File: src/shared/lsag_pkg.sv
package lsag_pkg;
  localparam int unsigned DATA_W     = 32;  // datapath width
  localparam int unsigned IMM_W      = 12;  // immediate offset magnitude width
  localparam int unsigned SHAMT_W    = 5;   // constant shift amount width
  localparam int unsigned CHECK_W    = 6;   // top address bits that must be zero
  localparam logic [31:0] PC_AHEAD   = 32'h0000_0008;  // prefetch lead of the pc
  localparam logic [31:0] RST_WORD   = 32'h0000_0000;  // value after reset

  // shift type encoding of the offset shifter
  typedef enum logic [1:0] {
    LSAG_LSL = 2'h0,
    LSAG_LSR = 2'h1,
    LSAG_ASR = 2'h2,
    LSAG_ROR = 2'h3
  } lsag_shift_t;

  // one decoded transfer request
  typedef struct packed {
    logic [31:0]  base_register;    // base value as read from the bank
    logic         base_is_pc;       // base is the program counter
    logic [31:0]  offset_register;  // offset register value
    logic         reg_offset;       // 1: register offset, 0: immediate
    logic         has_offset;       // 0: no offset form
    logic [11:0]  imm;              // immediate magnitude
    lsag_shift_t  shift_type;       // shifter type
    logic [4:0]   shift_amount;     // constant shift count
    logic         carry_in;         // carry flag for rotate_extended
    logic         pre_index;        // 1: pre-indexed, 0: post-indexed
    logic         up;               // 1: add offset, 0: subtract
    logic         write_back;       // write-back bit
    logic         byte_xfer;        // byte transfer
    logic         user_mode;        // processor in user mode
  } lsag_req_t;

  // computed transfer answer
  typedef struct packed {
    logic [31:0] xfer_addr;     // address put on the bus
    logic [31:0] new_base;      // value to write back to the base
    logic        base_we;       // write base back
    logic        translate_n;   // active-low translate output
    logic        addr_exc;      // address exception, transfer suppressed
    logic        byte_xfer;     // byte transfer
  } lsag_resp_t;
endpackage

File: src/verilog/lsag_shifter.sv
`timescale 1ns/1ps
// offset barrel shifter with constant amount
module lsag_shifter #(
  parameter int unsigned W = 32  // data width
) (
  input  wire logic [W-1:0]         val_i,    // offset register value
  input  wire lsag_pkg::lsag_shift_t type_i,  // shift type
  input  wire logic [4:0]           amt_i,    // constant shift amount
  input  wire logic                 carry_i,  // carry for rotate_extended
  output logic      [W-1:0]         res_o     // shifted offset
);
  import lsag_pkg::*;

  // elaboration check: the rotate paths assume a 32-bit word
  if (W != 32) begin : gen_width_check
    $error("lsag_shifter supports only 32-bit data");
  end

  // combinational shifter; a zero amount on lsr/asr keeps plain encoding, on ror it selects rotate_extended
  always_comb begin
    res_o = val_i;
    unique case (type_i)
      LSAG_LSL: res_o = val_i << amt_i;
      LSAG_LSR: res_o = val_i >> amt_i;
      LSAG_ASR: res_o = W'($signed(val_i) >>> amt_i);
      LSAG_ROR: begin
        if (amt_i == 5'h00) begin
          res_o = {carry_i, val_i[W-1:1]};  // rotate_extended
        end else begin
          res_o = (val_i >> amt_i) | (val_i << (6'h20 - {1'b0, amt_i}));
        end
      end
    endcase
  end
endmodule

File: src/verilog/lsag_core.sv
`timescale 1ns/1ps
module lsag_core #(
  parameter int unsigned DW = lsag_pkg::DATA_W  // datapath width
) (
  input  wire logic                   clk_i,         // processor clock
  input  wire logic                   arst_n_i,      // async reset, active low
  input  wire logic                   req_valid_i,   // request strobe
  input  wire lsag_pkg::lsag_req_t    req_i,         // decoded transfer fields
  input  wire logic [31:0]            rd_data_i,     // data bus for loads
  output logic                        resp_valid_o,  // answer valid, one cycle
  output lsag_pkg::lsag_resp_t        resp_o,        // registered answer
  output logic [31:0]                 load_data_o    // aligned load result
);
  import lsag_pkg::*;

  // one request in, one answer out: no queue and no refusal, so
  // back-to-back requests are answered on consecutive edges
  // the read bus is sampled only in the answer cycle; a transfer that
  // fails the range check leaves the load result untouched
  // the base write-back value is always computed, the strobe decides
  // whether the register bank takes it

  // elaboration check: the arithmetic below is written for a 32-bit word
  if (DW != DATA_W) begin : gen_width_check
    $error("lsag_core supports only 32-bit data");
  end

  logic [31:0] base_eff;     // base after pc adjust
  logic [31:0] shifted;      // shifter output
  logic [31:0] offset_val;   // selected offset magnitude
  logic [31:0] modified;     // base plus or minus offset
  logic [31:0] nxt_addr;     // transfer address
  logic        nxt_exc;      // address exception
  logic        nxt_we;       // write back strobe
  logic        nxt_tran_n;   // translate output
  logic        resp_valid_ff;  // registered valid
  logic [31:0] addr_ff;        // registered transfer address
  logic [31:0] base_ff;        // registered modified base
  logic        we_ff;          // registered write-back strobe
  logic        tran_n_ff;      // registered translate output, active low
  logic        exc_ff;         // registered address exception
  logic        byte_ff;        // registered byte transfer flag
  logic [31:0] load_ff;        // registered load data
  logic [1:0]  lane;           // byte lane of the transfer
  logic [7:0]  sel_byte;       // byte selected from the bus
  logic [31:0] nxt_load;       // next load result
  // load path candidates, one per byte lane
  logic [7:0]  lane_byte [4];  // each byte lane of the read bus
  logic [31:0] lane_word [4];  // read word rotated for each lane

  // offset shifter, amount only from the instruction constant
  lsag_shifter #(
    .W (DW)
  ) u_shift (
    .val_i   (req_i.offset_register),
    .type_i  (req_i.shift_type),
    .amt_i   (req_i.shift_amount),
    .carry_i (req_i.carry_in),
    .res_o   (shifted)
  );

  // base adjust: the pc reads eight bytes ahead because of prefetch
  always_comb begin
    if (req_i.base_is_pc) begin
      base_eff = req_i.base_register + PC_AHEAD;
    end else begin
      base_eff = req_i.base_register;             // plain register base
    end
  end

  // offset select: none, immediate magnitude or shifted register
  always_comb begin
    if (!req_i.has_offset) begin
      offset_val = RST_WORD;
    end else if (req_i.reg_offset) begin
      // a zero-amount lsl leaves the register untouched; other zero
      // amounts are decided inside the shifter
      if (req_i.shift_type == LSAG_LSL && req_i.shift_amount == 5'h00) begin
        offset_val = req_i.offset_register;
      end else begin
        offset_val = shifted;
      end
    end else begin
      offset_val = {20'h00000, req_i.imm};
    end
  end

  // direction: the up bit picks add or subtract
  always_comb begin
    if (req_i.up) begin
      modified = base_eff + offset_val;
    end else begin
      modified = base_eff - offset_val;
    end
  end

  // transfer address by indexing mode, and the range check on it
  always_comb begin
    if (req_i.pre_index) begin
      nxt_addr = modified;
    end else begin
      nxt_addr = base_eff;
    end
    // only the address actually used is checked, never the new base
    nxt_exc = |nxt_addr[31:32-CHECK_W];
  end

  // write-back strobe and translate output for the answer
  always_comb begin
    if (req_i.pre_index) begin
      nxt_we     = req_i.write_back;
      nxt_tran_n = 1'b1;                          // pre-indexed never forces
    end else begin
      nxt_we     = 1'b1;
      // write-back bit forces translate low outside user mode
      nxt_tran_n = !(req_i.write_back && !req_i.user_mode);
    end
  end

  // answer valid: a one-cycle pulse one edge after the request
  always_ff @(posedge clk_i or negedge arst_n_i) begin
    if (!arst_n_i) begin
      resp_valid_ff <= 1'b0;
    end else begin
      resp_valid_ff <= req_valid_i;  // every request is answered
    end
  end

  // address and base fields: held until the next request
  always_ff @(posedge clk_i or negedge arst_n_i) begin
    if (!arst_n_i) begin
      addr_ff <= RST_WORD;
      base_ff <= RST_WORD;
      exc_ff  <= 1'b0;
      byte_ff <= 1'b0;
    end else if (req_valid_i) begin
      // capture the answer for the request taken at this edge
      addr_ff <= nxt_addr;
      base_ff <= modified;
      exc_ff  <= nxt_exc;
      byte_ff <= req_i.byte_xfer;
    end
  end

  // write-back strobe: high only in the answer cycle
  always_ff @(posedge clk_i or negedge arst_n_i) begin
    if (!arst_n_i) begin
      we_ff <= 1'b0;
    end else if (req_valid_i) begin
      we_ff <= nxt_we;
    end else begin
      we_ff <= 1'b0;                  // no strobe without an answer
    end
  end

  // translate output: low only in the answer cycle of a forced transfer
  always_ff @(posedge clk_i or negedge arst_n_i) begin
    if (!arst_n_i) begin
      tran_n_ff <= 1'b1;              // idle level is high
    end else if (req_valid_i) begin
      tran_n_ff <= nxt_tran_n;
    end else begin
      tran_n_ff <= 1'b1;              // released after one cycle
    end
  end

  // candidate results for each byte lane of the read bus
  // lane 0 is the low byte, matching the little-endian byte order
  for (genvar g = 0; g < 4; g++) begin : gen_lane
    // byte lane g sits in bits 8*g+7 down to 8*g
    assign lane_byte[g] = rd_data_i[8*g +: 8];
    // word rotated right so that lane g lands in bits 7:0
    if (g == 0) begin : gen_aligned
      assign lane_word[g] = rd_data_i;
    end else begin : gen_rotated
      assign lane_word[g] = {rd_data_i[8*g-1:0], rd_data_i[31:8*g]};
    end
  end

  // load alignment: byte zero-fill, word rotated to addressed byte
  always_comb begin
    lane     = addr_ff[1:0];          // lane picked by the held address
    sel_byte = lane_byte[lane];
    if (byte_ff) begin
      nxt_load = {24'h000000, sel_byte};
    end else begin
      nxt_load = lane_word[lane];     // unaligned word rotated into place
    end
  end

  // load result register, captured one cycle after the answer
  // a suppressed transfer must not disturb the destination
  always_ff @(posedge clk_i or negedge arst_n_i) begin
    if (!arst_n_i) begin
      load_ff <= RST_WORD;
    end else if (resp_valid_ff && !exc_ff) begin
      load_ff <= nxt_load;
    end
  end

  // outputs come straight from the flops above
  assign resp_valid_o = resp_valid_ff;
  assign resp_o       = '{xfer_addr: addr_ff, new_base: base_ff, base_we: we_ff,
                          translate_n: tran_n_ff, addr_exc: exc_ff, byte_xfer: byte_ff};
  assign load_data_o  = load_ff;
endmodule

File: config.mk
export PLATFORM = sky130hd
export DESIGN_NAME = lsag_core
export DESIGN_NICKNAME = d
export VERILOG_FILES = /design/src/shared/lsag_pkg.sv /design/src/verilog/lsag_shifter.sv /design/src/verilog/lsag_core.sv
export SDC_FILE = /design/constraint.sdc
export NUM_CORES = 1
export LEC_CHECK = 0
export BUFFER_PORTS_ARGS = -buffer_cell sky130_fd_sc_hd__buf_2
export CELL_PAD_IN_SITES_DETAIL_PLACEMENT = 1
export CELL_PAD_IN_SITES_GLOBAL_PLACEMENT = 1
export CORE_ASPECT_RATIO = 2
export CORE_MARGIN = 2
export CORE_UTILIZATION = 48
export DETAILED_ROUTE_END_ITERATION = 7
export HOLD_SLACK_MARGIN = 0.06
export PLACE_DENSITY_LB_ADDON = 0.2
export REMOVE_ABC_BUFFERS = 1
export SLEW_MARGIN = 25
export SYNTH_ARGS = -nofsm -noshare
export SYNTH_HDL_FRONTEND = slang
export SYNTH_SLANG_ARGS = --single-unit
File: constraint.sdc
create_clock -name clk_i -period 6.49 [get_ports clk_i]
set_input_delay 0 -clock clk_i [delete_from_list [all_inputs] [get_ports clk_i]]
set_output_delay 0 -clock clk_i [all_outputs]
set_load 0.005 [all_outputs]
==> results of run 1 <==
[through the flow]
stage	setup slack (ns)	setup TNS [ns]	instances	util	hold slack [ns]
floorplan	-0.511	-1.24	1661	-	-0.296
global placement	0.0632	0	2593	0.582	-0.0848
detailed placement	-0.308	-0.802	2593	0.582	-0.0766
CTS	0.0638	0	2613	0.594	0.0678
[layer usage]
metal / GRT usage / GRT overflow
met1: 0.598 / 0
met2: 0.928 / 14
met3: 0.306 / 0
met4: 0.765 / 11
met5: 0.0228 / 0
[timing repair]
action	in CTS
gates resized for setup	3
hold buffers	4
hold endpoints to repair	27
setup endpoints to repair	1
[kinds of logic after synthesis]
logic type / synth area share
AOI/OAI and AO/OA: 0.256
xor gates and xnor gates: 0.0479
adders and majority gates: 0.0295
buffers and inverters: 0.0579
DFF: 0.163
muxes: 0.274
and+or+nand+nor: 0.172
==> summary.txt, run 1 <==
Run status
  • Status: stopped before the end
  • Stage reached: global routing (5_1_grt)
  • Stop err: [ERROR GRT-0116] Global routing finished with congestion. Check the congestion regions in the DRC Viewer.

Placement
  • Placed wire-length estimate: 73.1 mm
  • Placed Area: 18,600 um2
  • IO Port Bufs: 227
  • Gpl congestion: roughly 1.2

Clocking
  • Total setup buffers inserted after CTS: 0
  • Total CTS buffers: 9
  • CTS root buffer: clkbuf_16
  • Clock Path Buffers: 2
  • CTS H-tree depth: 3
  • Clock tree sinks: 101

Yosys
  • Yosys Warn Count: 0
  • Area leader, netlist: dfrtp_1
  • Number of synthesized flops with an enable pin: 0
  • Share of the synthesized area in the top cell type: 0.161
  • Area contributors post-synth: dfrtp_1 16%, mux4_2 16%, mux2i_1 5.8%, mux2_2 5.7%, a21oi_1 4.7%
  • Async SR Flop Fraction: 1.00
  • Post-Syn Instances: approximately 1,800
  • Most frequent cells after synthesis: 152 x nand2_1, 145 x a21oi_1, 145 x nor2_1, 127 x clkbuf_1, 109 x mux4_2
  • Seq cells post-synth: 101
  • Syn Std Cell Area: 15,500 um2
  • Top-count cell post-synth: nand2_1
  • Register area share after synthesis: 0.163
  • Top FF cell, synth: dfrtp_1
  • Syn Area/Cell: 8.43 um2
  • Netlist cell types: 96

Floorplan
  • Die height: 258 um
  • # IOs: 228
  • Die Wd: 131 um
  • Row cnt: 93
  • Initial Util: 0.485

Global route
  • First-pass GRT wire length: 161 mm
  • Vias in the first global route: 23,222
  • GRT Util Overall: 0.636
  • GR Overflow Total: 25
  • Largest net degree at the start of global routing: 78
==> run 2, diff against run 1 <==
Settings changed: CELL_PAD_IN_SITES_DETAIL_PLACEMENT 1 to default, CELL_PAD_IN_SITES_GLOBAL_PLACEMENT 1 to default, CORE_ASPECT_RATIO 2 to default, CORE_UTILIZATION 48 to 40, HOLD_SLACK_MARGIN 0.06 to default, PLACE_DENSITY_LB_ADDON 0.2 to 0.15.
==> summary.txt, run 2 <==
Setup path
  • Crit Path Class: input pin to flip-flop
  • Worst Setup SP: req_i[6]
  • Setup crit end kind: flip-flop
  • RR Endpoint: load_data_o[2]
  • Worst r2r path cells: 2
  • CP delay by family, top: compound AO/OA/AOI/OAI gates
  • Type of origin of the critical path: input pin
  • Slowest CP cell: mux4_2
  • WP data arrival: 6.31 ns
  • Crit-path max FO: 37
  • Reg2reg setup slack: 4.70 ns
  • R2r startpoint: addr_ff[0]
  • Crit path depth: 25
  • Most used cell along the critical path: buf_4
  • Worst EP required: 6.72 ns
  • Max stage delay on crit path: 0.66 ns
  • Buf/Inv on CP: 4

Global route
  • First-pass GRT wire length: 118 mm
  • Largest net degree at the start of global routing: 76
  • GR Overflow Total: 0
  • Vias in the first global route: 17,757
  • Antenna violations before repair: 2
  • GRT Util Overall: 0.390

Worst hold path
  • Hold Path Sink: base_ff[0]
  • Worst hold path type: input pin to flip-flop
  • Hold-critical path depth: 3
  • Min-delay src: req_i[60]

Detailed routing
  • DRT Wirelength: 80.4 mm
  • Number of remaining DRC errors: 0
  • Routed length per instance: 30.3 um
  • Routed Antenna Nets: 0
  • Post-DR vias/cell: 6.76
  • DRT Pass-1 Iters: 6
  • Total number of vias: 17,919
  • 1st-iter DRT viols: 2,054

Finish
  • Synth-to-layout area growth: 20.1%
  • Layout fillers: 3,863
  • Post-route cell area: 18,700 um2
  • Fin util: 0.485
  • Fin nets: 2,289
  • Most frequent cells in the layout: 223 x buf_2, 218 x buf_4, 152 x nand2_1
  • Commonest non-fill, non-tap cell in the layout: buf_2
  • Layout cells sized above 1: 0.322
  • Layout Cells excl Fill: 2,651

Yosys
  • Number of synthesized flops with an enable pin: 0
  • Seq cells post-synth: roughly 100
  • Syn Area/Cell: 8.43 um2
  • Area contributors post-synth: dfrtp_1 16%, mux4_2 16%, mux2i_1 5.8%, mux2_2 5.7%, a21oi_1 4.7%
  • Yosys Warn Count: 0
  • Area leader, netlist: dfrtp_1
  • Async SR Flop Fraction: 1.00
  • Share of the synthesized area in the top cell type: 0.161
  • Top-count cell post-synth: nand2_1
  • Top FF cell, synth: dfrtp_1
  • Syn Std Cell Area: 15,500 um2
  • Post-Syn Instances: 1,843
  • Netlist cell types: between 90 and 100
  • Most frequent cells after synthesis: 152 x nand2_1, 145 x a21oi_1, 145 x nor2_1, 127 x clkbuf_1, 109 x mux4_2
  • Register area share after synthesis: 0.163

Clocking
  • Clock Path Buffers: 2
  • CTS tree: yes
  • Worst skew pair latency: 0.37 ns
  • Reg clk slew, reported paths: around 0.080 ns
  • Total CTS buffers: 9
  • CTS H-tree depth: 3
  • CTS root buffer: clkbuf_16
  • Clock tree sinks: 101

STA
  • Fin Hold WS: between 0.04 and 0.05 ns
  • Crit path time final: 6.08 ns
  • Skew final: between 0.007 and 0.008 ns
  • Tightest Pin Transition: 0.936 ns
  • Period Utilization, post-route: 0.937
  • Endpoints failing hold: 0
  • Slew Limit Headroom: 0.376
  • Fmax achieved: 164 MHz
  • Endpoints failing setup: 0
  • RSZ-0062 raised after global routing: no
  • Max-slew violations: 0
  • Setup TNS: 0 ns

Floorplan
  • Core area: 38,500 um2
  • # IOs: 228
  • Die height: 201 um
  • DIE AREA: 40,400 um2
  • Row cnt: 72
  • Initial Util: 0.404
  • Die Wd: 201 um

Run status
  • Status: finished, final reports clean

Placement
  • Gpl congestion: 1.12
  • IO Port Bufs: 227
  • Placed Area: 18,200 um2
  • Placed wire-length estimate: 62.5 mm
  • Placed insts: ~2,600

Power and ir drop
  • Pwr dens: 194 nW/um2
  • Max IR drop VDD: roughly 0.12 mV
  • LEAKAGE: 7.76 nW

Job
  • Max_cap viols: 0
run 2: cell counts after synthesis:
No cell type changed its count.
run 2: area by class of cell:
type                            instances  area, um2  area share
Sequential cell                       101       2530       0.136
Multi-Input combinational cell       1532      12100       0.650
Tap cell                              518        648      0.0347
Antenna cell                            2       5.00    0.000268
Timing Repair Buffer                  454       2950       0.158
Clock inverter                          6       55.1     0.00295
Inverter                               28        105     0.00563
Clock buffer                           10        239      0.0128
run 2: worst max-delay path by stage:
stage / endpoint / slack (ns)
floorplan: exc_ff / -0.51
global placement: exc_ff / -0.08
detailed placement: exc_ff / -0.08
CTS: exc_ff / 0.29
global route: exc_ff / 0.009
finish: exc_ff / 0.41
run 2: logic make-up after synthesis:
family	count (synthesis)	share of synthesized area
buffers and inverters	210	0.0579
muxes	279	0.274
adders and majority gates	36	0.0295
xor gates and xnor gates	85	0.0479
DFF	101	0.163
and+or+nand+nor	546	0.172
AOI/OAI and AO/OA	586	0.256
run 2: timing repair:
item | 4_1_cts | 5_1_grt
endpoints found under the hold margin | 36 | 0
gates resized for setup | 0 | 5
hold buffers | 6 | 0
endpoints found under the setup margin | 0 | 7
setup buffers | 0 | 0
run 2: through the flow:
| stage | power [W] | worst slack (ns) |
|---|---|---|
| final | 0.00362 | 0.409 |
| after CTS | 0.00359 | 0.290 |
| after global placement | 0.00300 | -0.0826 |
| after global routing | 0.00383 | 0.00870 |
| after detailed placement | 0.00302 | -0.0771 |
| after floorplan | 0.00204 | -0.511 |
run 2: per-layer routing:
metal	part of all wire	up-vias	track usage
met3	0.094	354	0.0753
met5	0.00017	-	0
li1	-	7701	-
met4	0.091	2	0.297
met2	0.45	1201	0.631
met1	0.37	8661	0.459
run 2: tightest hold or removal path, stage by stage:
cell    delay [ns]
buf_2         0.10
ha_1          0.15
mux2_2        0.14
run 2: power breakdown:
part / switching, W / internal, W
sequential: 0.000112 / 0.000826
combinational: 0.00117 / 0.000956
clock: 0.000270 / 0.000278
Power figures use the tool's default switching activity.
